### config.mk
export PLATFORM = sky130hd
export DESIGN_NAME = qpc_top
export DESIGN_NICKNAME = d
export VERILOG_FILES = /design/src/core/qpc_pkg.sv /design/src/core/qpc_enc_if.sv /design/src/core/qpc_decoder.sv /design/src/core/qpc_top.sv
export SDC_FILE = /design/constraint.sdc
export NUM_CORES = 1
export LEC_CHECK = 0
export BUFFER_PORTS_ARGS = -buffer_cell sky130_fd_sc_hd__buf_2
export CAP_MARGIN = 25
export CORE_ASPECT_RATIO = 0.9
export CORE_MARGIN = 4
export CORE_UTILIZATION = 54
export DETAILED_ROUTE_END_ITERATION = 6
export PLACE_DENSITY = 0.76
export SLEW_MARGIN = 30
export SYNTH_ARGS = -nofsm -noshare
export SYNTH_HDL_FRONTEND = slang
export SYNTH_SLANG_ARGS = --single-unit
### constraint.sdc
create_clock -name ref_clk -period 6.5 [get_ports ref_clk]
set_clock_uncertainty 0.15 [all_clocks]
set_input_delay 0.325 -clock ref_clk [delete_from_list [all_inputs] [get_ports ref_clk]]
set_output_delay 0.325 -clock ref_clk [all_outputs]
set_load 0.01 [all_outputs]
### src/core/qpc_pkg.sv
// Purpose: shared constants for the quadrature position counter
// Assumes: 32-bit Avalon-MM register slave, word addressed by byte offset
// Notes: register map offsets are byte addresses
package qpc_pkg;
  // ****************************************************************
  // register map
  // ****************************************************************
  localparam logic [3:0] QPC_OFF_CTRL = 4'h0;
  localparam logic [3:0] QPC_OFF_FILT = 4'h4;
  localparam logic [3:0] QPC_OFF_POS = 4'h8;
  localparam logic [3:0] QPC_OFF_MAX = 4'hc;
  // ****************************************************************
  // control register fields
  // ****************************************************************
  localparam int QPC_CTRL_ERR_BIT = 15;
  localparam int QPC_CTRL_DIR_BIT = 11;
  localparam int QPC_CTRL_MODE_LO = 8;
  localparam int QPC_CTRL_IDXRST_BIT = 2;
  localparam int QPC_CTRL_IDXIRQ_BIT = 1;
  localparam int QPC_CTRL_IDXMSK_BIT = 0;
  // ****************************************************************
  // filter control register fields
  // ****************************************************************
  localparam int QPC_FILT_COUNT_ERROR_INTERRUPT_DISABLE_BIT = 8;
  localparam int QPC_FILT_IMV_LO = 9;
  // ****************************************************************
  // mode encodings and reset values
  // ****************************************************************
  localparam logic [2:0] QPC_MODE_OFF = 3'h0;
  localparam logic [2:0] QPC_MODE_X2_IDX = 3'h4;
  localparam logic [2:0] QPC_MODE_X2_MAX = 3'h5;
  localparam logic [2:0] QPC_MODE_X4_IDX = 3'h6;
  localparam logic [2:0] QPC_MODE_X4_MAX = 3'h7;
  localparam logic [15:0] QPC_POS_RST = 16'h0000;
  localparam logic [15:0] QPC_MAX_RST = 16'hffff;
  localparam logic [15:0] QPC_ERR_CMP = 16'hffff;
endpackage

### src/core/qpc_enc_if.sv
// Purpose: carries decoded encoder events from the decoder to the counter
// Assumes: single clock domain
// Notes: pulses last one cycle
`timescale 1ns/1ps
`default_nettype none
interface qpc_enc_if;
  logic cnt_pulse;
  logic up;
  logic a_lvl;
  logic b_lvl;
  logic idx_lvl;
  modport dec (output cnt_pulse, output up, output a_lvl, output b_lvl, output idx_lvl);
  modport cnt (input cnt_pulse, input up, input a_lvl, input b_lvl, input idx_lvl);
endinterface
`default_nettype wire

### src/core/qpc_decoder.sv
// Purpose: synchronise encoder pins and produce count pulses and direction
// Assumes: encoder pins are asynchronous to ref_clk
// Notes: three stages; a change counts once stages two and three agree
`timescale 1ns/1ps
`default_nettype none
module qpc_decoder
  import qpc_pkg::*;
(
  input wire logic ref_clk,
  input wire logic rst_n,
  input wire logic phase_a_input,
  input wire logic phase_b_input,
  input wire logic index_pulse_input,
  input wire logic x4_mode,
  qpc_enc_if.dec enc
);
  logic [2:0] a_sync_ff, b_sync_ff, i_sync_ff;
  logic a_ff, b_ff, i_ff;
  logic up_ff;
  logic pulse_ff;
  logic nxt_a, nxt_b, a_chg, b_chg;

  // ****************************************************************
  // synchroniser
  // ****************************************************************
  always_ff @(posedge ref_clk) begin
    if (!rst_n) begin
      a_sync_ff <= 3'h0;
      b_sync_ff <= 3'h0;
      i_sync_ff <= 3'h0;
    end else begin
      a_sync_ff <= {a_sync_ff[1:0], phase_a_input};
      b_sync_ff <= {b_sync_ff[1:0], phase_b_input};
      i_sync_ff <= {i_sync_ff[1:0], index_pulse_input};
    end
  end

  // glitch reject: only take a level once stages two and three agree
  always_comb begin
    nxt_a = (a_sync_ff[1] == a_sync_ff[2]) ? a_sync_ff[2] : a_ff;
    nxt_b = (b_sync_ff[1] == b_sync_ff[2]) ? b_sync_ff[2] : b_ff;
    a_chg = nxt_a != a_ff;
    b_chg = nxt_b != b_ff;
  end

  always_ff @(posedge ref_clk) begin
    if (!rst_n) begin
      a_ff <= 1'b0;
      b_ff <= 1'b0;
      i_ff <= 1'b0;
    end else begin
      a_ff <= nxt_a;
      b_ff <= nxt_b;
      i_ff <= (i_sync_ff[1] == i_sync_ff[2]) ? i_sync_ff[2] : i_ff;
    end
  end

  // ****************************************************************
  // direction and count pulses
  // ****************************************************************
  // a leads b: a edge sees b differ after rise -> forward
  always_ff @(posedge ref_clk) begin
    if (!rst_n) begin
      up_ff <= 1'b1;
      pulse_ff <= 1'b0;
    end else begin
      pulse_ff <= 1'b0;
      if (a_chg && !b_chg) begin
        up_ff <= nxt_a ^ b_ff;
        pulse_ff <= 1'b1;
      end else if (b_chg && !a_chg) begin
        up_ff <= ~(nxt_b ^ a_ff);
        pulse_ff <= x4_mode;
      end
    end
  end

  assign enc.cnt_pulse = pulse_ff;
  assign enc.up = up_ff;
  assign enc.a_lvl = a_ff;
  assign enc.b_lvl = b_ff;
  assign enc.idx_lvl = i_ff;
endmodule
`default_nettype wire

### src/core/qpc_top.sv
// Purpose: quadrature position counter with index reset and count error check
// Assumes: Avalon-MM slave, one wait state on every access
// Notes: interrupt is level, high while an unmasked sticky flag is set
// How it works
// - a leading b means forward, a lagging b means reverse
// - sixteen bit counter steps one per count pulse in modes 100 to 111, direction picks up or down
// - error checking only in index reset modes 110 and 100
// - count hitting ffff or max plus one sets error bit 15 and interrupt
// - disable bit 8 of filter control blocks the count error interrupt
// - after error counting continues, natural wrap gives no interrupt
// - error flag readable and writable, set by hardware, cleared by software
// - index reset enable bit 2 works only in modes 100 and 110
// - with index reset off the count wraps only at its limits
// - index reset needs phase states to match the two match bits
// - 4x mode: upper bit is phase b state, lower is phase a
// - 2x mode: upper bit picks phase, lower gives its state
// - index reset modes interrupt on index, not on wrap
// - direction drives an output pin and reads at control bit 11
`timescale 1ns/1ps
`default_nettype none
module qpc_top
  import qpc_pkg::*;
(
  input wire logic ref_clk,
  input wire logic rst_n,
  input wire logic phase_a_input,
  input wire logic phase_b_input,
  input wire logic index_pulse_input,
  output logic count_direction,
  output logic irq,
  input wire logic [3:0] avs_address,
  input wire logic avs_read,
  input wire logic avs_write,
  input wire logic [31:0] avs_writedata,
  input wire logic [3:0] avs_byteenable,
  output logic [31:0] avs_readdata,
  output logic avs_waitrequest
);
  qpc_enc_if enc();

  logic [2:0] mode_ff;
  logic idx_rst_en_ff;
  logic idx_irq_msk_ff;
  logic idx_flag_ff;
  logic err_flag_ff;
  logic count_error_interrupt_disable_ff;
  logic [1:0] imv_ff;
  logic [15:0] pos_ff;
  logic [15:0] max_ff;
  logic ack_ff;
  logic wait_ff;
  logic [31:0] rdata_ff;
  logic irq_ff;
  logic dir_ff;
  logic idx_prev_ff;
  logic x4;
  logic idx_mode;
  logic max_mode;
  logic idx_rise;
  logic idx_match;
  logic [15:0] nxt_pos;
  logic err_hit;
  logic wr_ctrl, wr_filt, wr_pos, wr_max;
  logic [31:0] rd_mux;

  qpc_decoder u_dec (
    .ref_clk(ref_clk),
    .rst_n(rst_n),
    .phase_a_input(phase_a_input),
    .phase_b_input(phase_b_input),
    .index_pulse_input(index_pulse_input),
    .x4_mode(x4),
    .enc(enc)
  );

  // ****************************************************************
  // mode decode
  // ****************************************************************
  assign x4 = mode_ff[1];
  assign idx_mode = (mode_ff == QPC_MODE_X4_IDX) || (mode_ff == QPC_MODE_X2_IDX);
  assign max_mode = (mode_ff == QPC_MODE_X4_MAX) || (mode_ff == QPC_MODE_X2_MAX);
  assign idx_rise = enc.idx_lvl && !idx_prev_ff;

  // phase condition qualifying the index
  always_comb begin
    if (x4) begin
      idx_match = (enc.b_lvl == imv_ff[1]) && (enc.a_lvl == imv_ff[0]);
    end else begin
      idx_match = (imv_ff[1] ? enc.b_lvl : enc.a_lvl) == imv_ff[0];
    end
  end

  // ****************************************************************
  // position counter
  // ****************************************************************
  always_comb begin
    nxt_pos = pos_ff;
    err_hit = 1'b0;
    if (enc.cnt_pulse && (idx_mode || max_mode)) begin
      if (enc.up) begin
        if (max_mode && pos_ff == max_ff) begin
          nxt_pos = QPC_POS_RST;
        end else begin
          nxt_pos = pos_ff + 16'h0001;
        end
      end else begin
        if (max_mode && pos_ff == QPC_POS_RST) begin
          nxt_pos = max_ff;
        end else begin
          nxt_pos = pos_ff - 16'h0001;
        end
      end
      // error: count reaches ffff going down or max+1 going up
      if (idx_mode) begin
        err_hit = enc.up ? (nxt_pos == max_ff + 16'h0001) : (nxt_pos == QPC_ERR_CMP);
      end
    end
    if (idx_mode && idx_rst_en_ff && idx_rise && idx_match) begin
      nxt_pos = QPC_POS_RST;
      err_hit = 1'b0;
    end
  end

  assign wr_ctrl = avs_write && ack_ff && avs_address == QPC_OFF_CTRL;
  assign wr_filt = avs_write && ack_ff && avs_address == QPC_OFF_FILT;
  assign wr_pos = avs_write && ack_ff && avs_address == QPC_OFF_POS;
  assign wr_max = avs_write && ack_ff && avs_address == QPC_OFF_MAX;

  always_ff @(posedge ref_clk) begin
    if (!rst_n) begin
      pos_ff <= QPC_POS_RST;
      idx_prev_ff <= 1'b0;
    end else begin
      idx_prev_ff <= enc.idx_lvl;
      if (wr_pos && avs_byteenable[1:0] == 2'h3) begin
        pos_ff <= avs_writedata[15:0];
      end else begin
        pos_ff <= nxt_pos;
      end
    end
  end

  // ****************************************************************
  // sticky flags: set wins over software clear
  // ****************************************************************
  always_ff @(posedge ref_clk) begin
    if (!rst_n) begin
      err_flag_ff <= 1'b0;
      idx_flag_ff <= 1'b0;
    end else begin
      if (err_hit) begin
        err_flag_ff <= 1'b1;
      end else if (wr_ctrl && avs_byteenable[1] && avs_writedata[QPC_CTRL_ERR_BIT]) begin
        err_flag_ff <= 1'b0;
      end
      if (idx_mode && idx_rise && idx_match) begin
        idx_flag_ff <= 1'b1;
      end else if (wr_ctrl && avs_byteenable[0] && avs_writedata[QPC_CTRL_IDXIRQ_BIT]) begin
        idx_flag_ff <= 1'b0;
      end
    end
  end

  // ****************************************************************
  // configuration registers
  // ****************************************************************
  always_ff @(posedge ref_clk) begin
    if (!rst_n) begin
      mode_ff <= QPC_MODE_OFF;
      idx_rst_en_ff <= 1'b0;
      idx_irq_msk_ff <= 1'b0;
      count_error_interrupt_disable_ff <= 1'b0;
      imv_ff <= 2'h0;
      max_ff <= QPC_MAX_RST;
    end else begin
      if (wr_ctrl && avs_byteenable[0]) begin
        idx_rst_en_ff <= avs_writedata[QPC_CTRL_IDXRST_BIT];
        idx_irq_msk_ff <= avs_writedata[QPC_CTRL_IDXMSK_BIT];
      end
      if (wr_ctrl && avs_byteenable[1]) begin
        mode_ff <= avs_writedata[QPC_CTRL_MODE_LO +: 3];
      end
      if (wr_filt && avs_byteenable[1]) begin
        count_error_interrupt_disable_ff <= avs_writedata[QPC_FILT_COUNT_ERROR_INTERRUPT_DISABLE_BIT];
        imv_ff <= avs_writedata[QPC_FILT_IMV_LO +: 2];
      end
      if (wr_max && avs_byteenable[1:0] == 2'h3) begin
        max_ff <= avs_writedata[15:0];
      end
    end
  end

  // ****************************************************************
  // bus slave: one wait state, unmapped reads return zero
  // ****************************************************************
  always_comb begin
    rd_mux = 32'h0000_0000;
    unique case (avs_address)
      QPC_OFF_CTRL: begin
        rd_mux[QPC_CTRL_ERR_BIT] = err_flag_ff;
        rd_mux[QPC_CTRL_DIR_BIT] = enc.up;
        rd_mux[QPC_CTRL_MODE_LO +: 3] = mode_ff;
        rd_mux[QPC_CTRL_IDXRST_BIT] = idx_rst_en_ff;
        rd_mux[QPC_CTRL_IDXIRQ_BIT] = idx_flag_ff;
        rd_mux[QPC_CTRL_IDXMSK_BIT] = idx_irq_msk_ff;
      end
      QPC_OFF_FILT: begin
        rd_mux[QPC_FILT_COUNT_ERROR_INTERRUPT_DISABLE_BIT] = count_error_interrupt_disable_ff;
        rd_mux[QPC_FILT_IMV_LO +: 2] = imv_ff;
      end
      QPC_OFF_POS: rd_mux[15:0] = pos_ff;
      QPC_OFF_MAX: rd_mux[15:0] = max_ff;
      default: rd_mux = 32'h0000_0000;
    endcase
  end

  always_ff @(posedge ref_clk) begin
    if (!rst_n) begin
      ack_ff <= 1'b0;
      wait_ff <= 1'b1;
      rdata_ff <= 32'h0000_0000;
    end else begin
      ack_ff <= (avs_read || avs_write) && !ack_ff;
      // registered copy of the inverse, so the pin comes straight from a flop
      wait_ff <= !((avs_read || avs_write) && !ack_ff);
      if (avs_read && !ack_ff) begin
        rdata_ff <= rd_mux;
      end
    end
  end

  assign avs_waitrequest = wait_ff;
  assign avs_readdata = rdata_ff;

  // ****************************************************************
  // outputs
  // ****************************************************************
  always_ff @(posedge ref_clk) begin
    if (!rst_n) begin
      irq_ff <= 1'b0;
      dir_ff <= 1'b1;
    end else begin
      irq_ff <= (err_flag_ff && !count_error_interrupt_disable_ff) || (idx_flag_ff && !idx_irq_msk_ff);
      dir_ff <= enc.up;
    end
  end

  assign irq = irq_ff;
  assign count_direction = dir_ff;

  // ****************************************************************
  // checks
  // ****************************************************************
  chk_err_sets_flag: assert property (@(posedge ref_clk) disable iff (!rst_n)
    err_hit |=> err_flag_ff) else $error("error hit did not set flag");
  chk_err_mode_only: assert property (@(posedge ref_clk) disable iff (!rst_n)
    !idx_mode |-> !err_hit) else $error("error check outside index modes");
  chk_count_error_interrupt_disable_blocks: assert property (@(posedge ref_clk) disable iff (!rst_n)
    (count_error_interrupt_disable_ff && !idx_flag_ff) |=> !irq_ff) else $error("irq despite disable");
  chk_err_irq_on: assert property (@(posedge ref_clk) disable iff (!rst_n)
    (err_flag_ff && !count_error_interrupt_disable_ff) |=> irq_ff) else $error("error irq missing");
  chk_flag_sticky: assert property (@(posedge ref_clk) disable iff (!rst_n)
    (err_flag_ff && !wr_ctrl) |=> err_flag_ff) else $error("error flag dropped");
  chk_idx_reset: assert property (@(posedge ref_clk) disable iff (!rst_n)
    (idx_mode && idx_rst_en_ff && idx_rise && idx_match && !wr_pos) |=> pos_ff == 16'h0000)
    else $error("index did not clear count");
  chk_no_idx_reset: assert property (@(posedge ref_clk) disable iff (!rst_n)
    (!idx_rst_en_ff && !enc.cnt_pulse && !wr_pos) |=> $stable(pos_ff))
    else $error("count changed without pulse");
  chk_count_step: assert property (@(posedge ref_clk) disable iff (!rst_n)
    (idx_mode && enc.cnt_pulse && enc.up && !idx_rise && !wr_pos) |=> pos_ff == $past(pos_ff) + 16'h0001)
    else $error("up count wrong");
  chk_dir_pin: assert property (@(posedge ref_clk) disable iff (!rst_n)
    1'b1 |=> count_direction == $past(enc.up)) else $error("direction pin lags");
  chk_bus_wait: assert property (@(posedge ref_clk) disable iff (!rst_n)
    ($rose(avs_read) && !ack_ff) |-> avs_waitrequest ##1 !avs_waitrequest)
    else $error("read not answered in one wait");
  cov_err: cover property (@(posedge ref_clk) disable iff (!rst_n) err_hit);
  cov_idx_rst: cover property (@(posedge ref_clk) disable iff (!rst_n)
    idx_mode && idx_rst_en_ff && idx_rise && idx_match);
  cov_irq: cover property (@(posedge ref_clk) disable iff (!rst_n) $rose(irq_ff));
  cov_wrap: cover property (@(posedge ref_clk) disable iff (!rst_n)
    max_mode && enc.cnt_pulse && pos_ff == max_ff);
endmodule
`default_nettype wire

# Word-level counts from Yosys, hierarchy flattened

Cells that the tools add are included.

Register bits after elaboration: 77
Bits in latches: 0
Bits in writable memories: 0
ROM bits: 0
Bits of input ports: 47
Output and inout port bits: 35
Word-level logic and storage cells: 123
Memories: 0

Add/sub/neg operators: 3
Multiply operators: 0
Divide/modulo/power cells: 0
$lt $le $gt $ge: 0
Eq/ne operators: 19
Shift operators: 0
Multiplexer cells: 29
Bitwise gates (word level): 3
Reductions and logical operators: 46

Operators with widths:

| kind                    | count |
|---|---|
| $mux W16                | 7 |
| $add A16 B1 Y16 const B | 2 |
| $eq A16 B16 Y1          | 2 |
| $logic_and A1 B1 Y1     | 28 |
| $eq A16 B16 Y1 const B  | 1 |
| $logic_not A16 Y1       | 1 |
| $mux W1                 | 16 |
| $sub A16 B1 Y16 const B | 1 |
| $eq A3 B3 Y1 const B    | 4 |
| $pmux W3 S4             | 1 |
| $pmux W5 S2             | 1 |
| $pmux W3 S3             | 1 |
| $eq A4 B4 Y1 const B    | 2 |
| $logic_not A1 Y1        | 7 |
| $eq A1 B1 Y1            | 6 |
| $pmux W1 S3             | 2 |
| $pmux W3 S2             | 1 |
| $reduce_bool A2 Y1      | 3 |
| $logic_or A1 B1 Y1      | 5 |
| $eq A4 B3 Y1 const B    | 1 |
| $logic_not A4 Y1        | 1 |
| $reduce_bool A3 Y1      | 1 |
| $eq A2 B2 Y1 const B    | 1 |
| $ne A1 B1 Y1            | 2 |
| other kinds (2)         | 3 |

# Logic depth before layout (Yosys ltp)

Gate-level depths: netlist of run 1.

Depth in word-level cells: 12
Gate-level depth with buffers: 14
Gate-level depth less buffers: 10

# Modules after synthesis

From an unflattened synthesis of run 1, not the netlist that was laid out.

Cells, all modules: 696
Area total of the unflattened synthesis: 5,343.9 µm²

Modules (own cells, without submodules):

| module      | times used | cells an instance | area an instance (µm²) |
|---|---|---|---|
| qpc_top     | 1          | 644               | 4,815.9 |
| qpc_decoder | 1          | 52                | 528.0 |

# Least setup slack after synthesis of run 1

No wires, ideal clock.

Path type: register -> register
Start: register pos_ff[0]
End: register err_flag_ff
Setup time: 0.087 ns
Data arrival time: 2.969 ns
Required time: 6.263 ns
Setup slack: 3.294 ns
Cell stages (with the launch flop): 14
Buffers on the path: 4
Clock period less this slack: 3.206 ns
Cell sequence: dfxtp_1 clkbuf_1 inv_1 ha_1 nand4b_4 or2_2 buf_2 or3_1 buf_4 buf_6 a211oi_2 a22oi_1 or4_1 o31ai_1

Cells in the longest elaborated chain, start to end: 11
Elaborated cells between the ends (all ways): 18

RTL lines:

| what                                                    | line           | RTL |
|---|---|---|
| start: declaration                                      | qpc_top.sv:48  | `logic [15:0] pos_ff;` |
| start signal: assignment                                | qpc_top.sv:136 | `pos_ff <= avs_writedata[15:0];` |
| start signal: assignment                                | qpc_top.sv:138 | `pos_ff <= nxt_pos;` |
| branches (longest 3 deep; another with $sub A16 B1 Y16) | -              |  |
| $mux W16 (*)                                            | qpc_top.sv:100 | `if (enc.up) begin` |
| $mux W16 (*)                                            | qpc_top.sv:99  | `if (enc.cnt_pulse && (idx_mode \|\| max_mode)) begin` |
| $eq A16 B16 Y1                                          | qpc_top.sv:115 | `err_hit = enc.up ? (nxt_pos == max_ff + 16'h0001) : (nxt_pos == QPC_ERR_CMP);` |
| $mux W1 (*)                                             | qpc_top.sv:115 |  |
| $mux W1 (*)                                             | qpc_top.sv:114 | `if (idx_mode) begin` |
| $mux W1 (*)                                             | qpc_top.sv:99  |  |
| $mux W1 (*)                                             | qpc_top.sv:118 | `if (idx_mode && idx_rst_en_ff && idx_rise && idx_match) begin` |
| $mux W1 or $reduce_bool A2 Y1 (tied branches)           | -              |  |
| end signal: assignment                                  | qpc_top.sv:148 | `err_flag_ff <= 1'b0;` |
| end signal: assignment                                  | qpc_top.sv:152 | `err_flag_ff <= 1'b1;` |
| end signal: assignment                                  | qpc_top.sv:154 | `err_flag_ff <= 1'b0;` |
| end: declaration                                        | qpc_top.sv:45  | `logic err_flag_ff;` |

Mark *: on every way between the ends. The select of a mux whose other input is x is not followed.
A chain may end at the register's enable or synchronous reset.

# Final worst setup path of run 1

Start: register pos_ff[2]
End: register err_flag_ff

Same word-level chain as after synthesis.

==> results.md, run 1 <==
* Post-Synthesis Cell Area at 0.00532 mm^2
* Most common cell after layout, fill and taps aside: dfxtp_1
* Die Y at 102 um
* Avg Cell Area, Syn at 7.77 um^2
* RePlAce Congestion at 0.992
* Measured slew at the worst slew-check pin at 0.961 ns
* Crit-path slowest cell: or3_1
* Clock Sinks at 77
* Compound-Gate Fraction of Synth Area at 0.192
* DR vias at 5,137
* Layout area overhead at 6.03%
* First-pass GRT wire length at 26,400 um
* DR pass1 iterations at 5
* Final net count at 735
* Delay-heaviest family, CP: simple AND/OR/NAND/NOR gates
* Synth Register Bits at 77
* Maximum vdd drop at 0.166 mV
* Tot GR Track Use at 0.295
* Worst path cell trace: nor4_4 > nand4b_1 > or3_1 > a211o_1 > a211oi_1 > o21ai_0 > or4_1 > o31ai_1
* Top_reg_cell synth: dfxtp_1
* Drt initial violations at 539
* Final setup fails at 0
* Synth unique cells at 65
* Fmax at 0.230 GHz
* Io pins at 82
* Die ar. at 0.0115 mm^2
* Share of cells above drive strength 1 at 0.127
* Setup bufs post-CTS at 0
* Max clock buf depth at 2
* Row count at 34
* Largest net degree at the start of global routing at 43
* Synth Area in Simple Gates at 0.236
* N_diodes at 0
* Antenna violations before repair at 0
* CP Max Fanout at 16
* Drt wl/cell at 21.0 um
* Commonest cells after routing, fill and taps aside: dfxtp_1, nor2_1, nand2_1
* Crit path capture type: flip-flop
* Core Area at 0.00966 mm^2
* Worst min path class: in2reg
* Max_cap viols at 0
* Post-synthesis cell count at 684
* Power Density at 171 mW/mm^2
* Inserted Clock Buffers at 9
* Synth warnings at 0
* Hpwl dp at 12,500 um
* CTS tree: built
* Relative max-transition margin at 0.356
* PostCTS Resize Cnt at 0
* Post-CTS Hold Buffers at 0
* Crit-path max cell delay at 0.89 ns
* Fin. Hold Viols at 0
* Total grt overflow at 0
* Starting Density at 0.550
* Slew Limit Fails at 0
* Clock transition at path regs at 0.08 ns
* Port bufs at 47
* Setup repair after global routing missed its margin: no
* Startpoint class of the critical path: flip-flop
* Crit share post-route at 0.669
* Routed WL at 17,100 um
* Clock insertion delay at the later pin of the skew report at 0.36 ns
* Critical Path RT at 6.62 ns
* Async set-reset flop share out of synthesis at 0
* Vias in the first global route at 4,711
* Status: finished, final reports clean
* Vias per Instance at 6.32
* Sum Neg Setup Slack at 0 ns
* Root buffer cell: clkbuf_8
* Post-synthesis sequential area ratio at 0.290
* Drt drc at 0
* Post-synth EDFFs at 0
* Tmin final at 4.35 ns
* Leak Pwr at 2.54 nW
* Post-layout util at 0.584
* Htree depth at 3
* CP bufs+invs at 0
* Post-Synth Adder-Cell Area at 0.0141
* Largest family of logic cells by synthesized area: simple AND/OR/NAND/NOR gates
* Die X-Extent at 113 um
* Post-synthesis xor/xnor area fraction at 0.0906
* Antenna Violating Nets Remaining at 0
* Mux contribution to synthesized area at 0.0906
* Worst EP arrival at 4.47 ns
* Setup CP Type: reg2reg
==> sequential cells by signal (all words and copies together), names as in the netlist, 2 cells and up <==
register,flops
u_dec.b_sync_ff,3
max_ff,16
imv_ff,2
u_dec.a_sync_ff,3
mode_ff,3
u_dec.i_sync_ff,3
avs_readdata,16
pos_ff,16
==> layer usage <==
metal	GRT usage	up-vias	share of wire
met3	0.0740	42	0.11
li1	-	2394	-
met4	0.0933	0	0.027
met2	0.449	269	0.43
met5	0	-	0
met1	0.412	2432	0.44
==> final cells by class <==
| class | instances | area, um^2 |
|---|---|---|
| timing repair buffer | 51 | 265 |
| tap | 126 | 158 |
| inverter | 20 | 75.1 |
| clock buffer | 9 | 124 |
| sequential | 77 | 1540 |
| fill | 924 | 4020 |
| clock inverter | 7 | 95.1 |
| multi-input combinational | 523 | 3380 |
==> stage by stage <==
step / instance area [um^2] / std cells / power, mW / hold slack (ns) / setup slack (ns)
3_3_place_gp: 5420 / 797 / 0.564 / 0.267 / 2.24
3_5_place_dp: 5420 / 797 / 0.565 / 0.280 / 2.26
5_1_grt: 5640 / 813 / 0.999 / 0.0157 / 1.84
6_report: 5640 / 813 / 0.963 / 0.0218 / 2.15
4_1_cts: 5640 / 813 / 0.970 / 0.0115 / 2.25
2_1_floorplan: 5370 / 699 / 0.546 / 0.262 / 3.29
==> worst reg2reg max path, stage by stage, from the launching register on <==
cell	delay [ns]
dfxtp_1	0.55
nor4_4	0.63
nand4b_1	0.59
or3_1	0.90
a211o_1	0.42
a211oi_1	0.20
o21ai_0	0.14
or4_1	0.51
o31ai_1	0.19
==> logic make-up (layout without fill, tap and decap cells) <==
kind of cell / after synthesis / count (layout)
multiplexers: 44 / 44
XOR/XNOR: 55 / 55
AND/OR/NAND/NOR: 246 / 246
AO/OA/AOI/OAI: 156 / 156
other: 1 / 16
buffers and inverters: 99 / 87
adder cells (fa/ha/maj): 6 / 6
flip-flops: 77 / 77
==> where the power goes <==
part,switching [mW],leakage [nW],total (mW),internal (mW)
Clock,0.190,0.110,0.408,0.218
Combinational,0.0487,1.80,0.0752,0.0264
Sequential,0.00398,0.623,0.481,0.477
==> synth_stat cells, drive strengths merged (6+ instances only) <==
| library cell | n | share of area |
|---|---|---|
| nand2 | 58 | 0.041 |
| buf | 30 | 0.037 |
| nand4 | 14 | 0.016 |
| a22oi | 11 | 0.016 |
| ha | 6 | 0.014 |
| o21ai | 38 | 0.036 |
| nand2b | 6 | 0.0071 |
| mux2i | 38 | 0.072 |
| xnor2 | 18 | 0.030 |
| nor4 | 13 | 0.018 |
| dfxtp | 77 | 0.29 |
| nor2 | 64 | 0.045 |
| nor3 | 26 | 0.027 |
| o221ai | 6 | 0.0099 |
| and2 | 15 | 0.018 |
| o211ai | 18 | 0.025 |
| a21oi | 42 | 0.040 |
| xor2 | 37 | 0.061 |
| clkbuf | 49 | 0.035 |
| nand3 | 18 | 0.017 |
| inv | 18 | 0.013 |
| o22ai | 7 | 0.0082 |
==> worst paths after layout <==
kind / start / end / slack [ns] / cells after the start
hold / removal: index_pulse_input / u_dec.i_sync_ff[0] / 0.02 / 2
hold reg to reg: u_dec.i_sync_ff[0] / u_dec.i_sync_ff[1] / 0.28 / 1
setup reg to reg: pos_ff[2] / err_flag_ff / 2.15 / 8
setup / recovery: pos_ff[2] / err_flag_ff / 2.15 / 8
(Power assumes the default switching activity.)
==> inputs of run 2 (changes only) <==
--- a/config.mk
+++ b/config.mk
@@ -5,13 +5,14 @@
 export SDC_FILE = /design/constraint.sdc
 export NUM_CORES = 1
 export LEC_CHECK = 0
+export ABC_AREA = 1
 export BUFFER_PORTS_ARGS = -buffer_cell sky130_fd_sc_hd__buf_2
 export CAP_MARGIN = 25
 export CORE_ASPECT_RATIO = 0.9
 export CORE_MARGIN = 4
-export CORE_UTILIZATION = 54
+export CORE_UTILIZATION = 53
 export DETAILED_ROUTE_END_ITERATION = 6
-export PLACE_DENSITY = 0.76
+export PLACE_DENSITY = 0.78
 export SLEW_MARGIN = 30
 export SYNTH_ARGS = -nofsm -noshare
 export SYNTH_HDL_FRONTEND = slang
==> constraint.sdc (replaced) <==
create_clock -name ref_clk -period 3.7 [get_ports ref_clk]
set_clock_uncertainty 0.15 [all_clocks]
set_input_delay 0.185 -clock ref_clk [delete_from_list [all_inputs] [get_ports ref_clk]]
set_output_delay 0.185 -clock ref_clk [all_outputs]
set_load 0.01 [all_outputs]
==> results.md, run 2 <==
* Measured slew at the worst slew-check pin at 0.646 ns (was 0.961 ns)
* Most common cell in the netlist: nand2_1 (was dfxtp_1)
* Crit share post-route at 0.754 (was 0.669)
* Footprint of the multi-input gates at 0.00347 mm^2 (was 0.00338 mm^2)
* Synth unique cells at 39 (was 65)
* Die Y at 106 um (was 102 um)
* PostCTS Resize Cnt at 0 (unchanged)
* DR pass1 iterations at 6 (was 5)
* Layout area overhead at 11.8% (was 6.03%)
* Post-synthesis sequential area ratio at 0.270 (was 0.290)
* Core Area at 0.0104 mm^2 (was 0.00966 mm^2)
* Synth warnings at 0 (unchanged)
* Synth top area cells: dfxtp_1, nand2_1, nor2_1 (was dfxtp_1, mux2i_1, xor2_1)
* Setup bufs post-CTS at 0 (unchanged)
* Relative max-transition margin at 0.569 (was 0.356)
* Sum Neg Setup Slack at 0 ns (unchanged)
* Async set-reset flop share out of synthesis at 0 (unchanged)
* Reg2reg path depth at 16 (was 8)
* Setup CP Type: reg2reg (unchanged)
* Die ar. at 0.0125 mm^2 (was 0.0115 mm^2)
* Hold path cells at 3 (was 2)
* Row count at 35 (was 34)
* Total grt overflow at 0 (unchanged)
* Hpwl dp at 14,000 um (was 12,500 um)
* RePlAce Congestion at 1.05 (was 0.992)
* Post-Synthesis Cell Area at 0.00571 mm^2 (was 0.00532 mm^2)
* CP bufs+invs at 2 (was 0)
* DR vias at 6,406 (was 5,137)
* Avg Cell Area, Syn at 6.01 um^2 (was 7.77 um^2)
* Crit path top cell by count: nand2_1
* Critical Path RT at 3.83 ns (was 6.62 ns)
* Tmin final at 2.79 ns (was 4.35 ns)
* Crit-path max cell delay at 0.56 ns (was 0.89 ns)
* Worst EP arrival at 2.92 ns (was 4.47 ns)
* Worst min path class: in2reg (unchanged)
* Clock insertion delay at the later pin of the skew report at 0.35 ns (was 0.36 ns)
* CTS tree: built (unchanged)
* Routed WL at 19,000 um (was 17,100 um)
* Starting Density at 0.550 (about the same)
* CP Max Fanout at 19 (was 16)
* First-pass GRT wire length at 30,200 um (was 26,400 um)
* Drt drc at 0 (unchanged)
* Top_reg_cell synth: dfxtp_1 (unchanged)
* Startpoint class of the critical path: flip-flop (unchanged)
* Max_cap viols at 0 (unchanged)
* Vias per Instance at 5.66 (was 6.32)
* Tot GR Track Use at 0.303 (was 0.295)
* Largest net degree at the start of global routing at 41 (was 43)
* Hold Path Origin: avs_writedata[10] (was index_pulse_input)
* Share of cells above drive strength 1 at 0.106 (was 0.127)
* Drt wl/cell at 16.8 um (was 21.0 um)
* Max clock buf depth at 2 (unchanged)
* Worst path cell trace: inv_1 > nand2_1 > nand2_1 > inv_1 > nand2_1 > nor2_1 > nand3_4 > nand2_1 > nand2_1 > nand2_1 > nand3_1 > nor2_1 > nand3_1 > nor2_1 > nand2_1 > a21oi_2 (was nor4_4 > nand4b_1 > or3_1 > a211o_1 > a211oi_1 > o21ai_0 > or4_1 > o31ai_1)
* Worst Hold Path EP: max_ff[10] (was u_dec.i_sync_ff[0])
* Total power at 1.97 mW (was 0.963 mW)
* Power Density at 308 mW/mm^2 (was 171 mW/mm^2)
* Clock Sinks at 77 (unchanged)
* Setup repair after global routing missed its margin: no (unchanged)
* Crit path capture type: flip-flop (unchanged)
* Die X-Extent at 117 um (was 113 um)
* Synth area leader: dfxtp_1 (unchanged)
* Final net count at 1,050 (was 735)
* Leak Pwr at 3.27 nW (was 2.54 nW)
* Crit-path slowest cell: dfxtp_1 (was or3_1)
* Post-CTS Hold Buffers at 18 (was 0)
* Antenna violations before repair at 0 (unchanged)
* Antenna Violating Nets Remaining at 0 (unchanged)
* Post-synthesis cell count at 950 (was 684)
* Synth top area share at 0.270 (was 0.290)
* Commonest cells in the netlist: nand2_1, nor2_1, inv_1 (was dfxtp_1, nor2_1, nand2_1)
* Fin. Hold Viols at 0 (unchanged)
* N_diodes at 0 (unchanged)
* RR Startpoint: pos_ff[6] (was pos_ff[2])
* Maximum vdd drop at 0.312 mV (was 0.166 mV)
* Capturing point of the worst reg2reg path: err_flag_ff (unchanged)
* FF/Latch Area at 0.00154 mm^2 (unchanged)
* Drt initial violations at 740 (was 539)
* Htree depth at 3 (unchanged)
* Io pins at 82 (unchanged)
* Inserted Clock Buffers at 9 (unchanged)
* Status: finished, final reports clean (unchanged)
* Fmax at 0.358 GHz (was 0.230 GHz)
* Post-synth EDFFs at 0 (unchanged)
* Final setup fails at 0 (unchanged)
* Reg2reg setup slack at 0.91 ns (was 2.15 ns)
* Most common cell after layout, fill and taps aside: nand2_1 (was dfxtp_1)
* # fillers at 1,018 (was 924)
* Commonest cells after routing, fill and taps aside: nand2_1, nor2_1, inv_1 (was dfxtp_1, nor2_1, nand2_1)
* Root buffer cell: clkbuf_16 (was clkbuf_8)
* Clock transition at path regs at 0.07 ns (was 0.08 ns)
* Slew Limit Fails at 0 (unchanged)
* Delay-heaviest family, CP: simple AND/OR/NAND/NOR gates (unchanged)
* Vias in the first global route at 5,751 (was 4,711)
* Port bufs at 47 (unchanged)
* Synth Register Bits at 77 (unchanged)
-- run 2: changes by cell type in the layout (fill, tap and decap cells not counted), sizes merged, moves of 18 or more --
cell	change
nand3	+52
nand2	+241
inv	+96
nor2	+61
dlygate4sd3	+18
mux2i	-38
o21ai	+23
-- run 2: worst max path at each step --
stage | startpoint | cells after the start | slack (ns) | end
finish | pos_ff[6] | 16 | 0.91 | err_flag_ff
global route | pos_ff[6] | 16 | 0.68 | err_flag_ff
CTS | u_dec.enc.b_lvl | 12 | 0.95 | pos_ff[10]
detailed placement | imv_ff[1] | 11 | 0.95 | pos_ff[10]
global placement | pos_ff[6] | 16 | 0.99 | err_flag_ff
floorplan | pos_ff[0] | 15 | 1.65 | err_flag_ff
-- run 2: through the flow --
stage	std cells	instance area [um^2]	util	hold slack, ns	setup slack [ns]
5_1_grt	1131	6380	0.615	0.0300	0.683
6_report	1131	6380	0.615	0.00577	0.910
3_5_place_dp	1097	5890	0.567	0.222	0.951
3_3_place_gp	1097	5890	0.567	0.219	0.992
2_1_floorplan	965	5760	-	0.133	1.65
4_1_cts	1131	6380	0.614	0.00132	0.946
-- run 2: layer usage --
metal,GRT usage,share of wire,vias to the layer above
met2,0.489,0.44,373
li1,-,-,3127
met1,0.405,0.42,2848
met3,0.0686,0.11,58
met4,0.0972,0.034,0
met5,0,0,-
-- run 2: final cells by class --
cell class / instances / share of cell area
Tap cell: 129 / 0.0253
Sequential cell: 77 / 0.242
Timing Repair Buffer: 72 / 0.0733
Clock inverter: 7 / 0.0129
Inverter: 116 / 0.0682
Multi-Input combinational cell: 721 / 0.543
Clock buffer: 9 / 0.0353
-- run 2: power by group --
part / total (mW) / leakage [nW] / internal [mW] / switching (mW)
Sequential: 0.853 / 0.625 / 0.844 / 0.00960
Combinational: 0.176 / 2.50 / 0.0652 / 0.111
Clock: 0.936 / 0.145 / 0.534 / 0.403
Total: 1.97 / 3.27 / 1.44 / 0.523
-- run 2: tightest hold or removal path, stage by stage --
cell and delay [ns]:
buf_2 0.15, nand2_1 0.07, o211ai_1 0.07
-- run 2: cell families after synthesis --
| kind of cell | share of synthesized area |
|---|---|
| DFF | 0.270 |
| other | 0.000657 |
| AOI/OAI and AO/OA | 0.153 |
| adders and majority gates | 0.0132 |
| and+or+nand+nor | 0.395 |
| buffers and inverters | 0.133 |
| xor gates and xnor gates | 0.0353 |
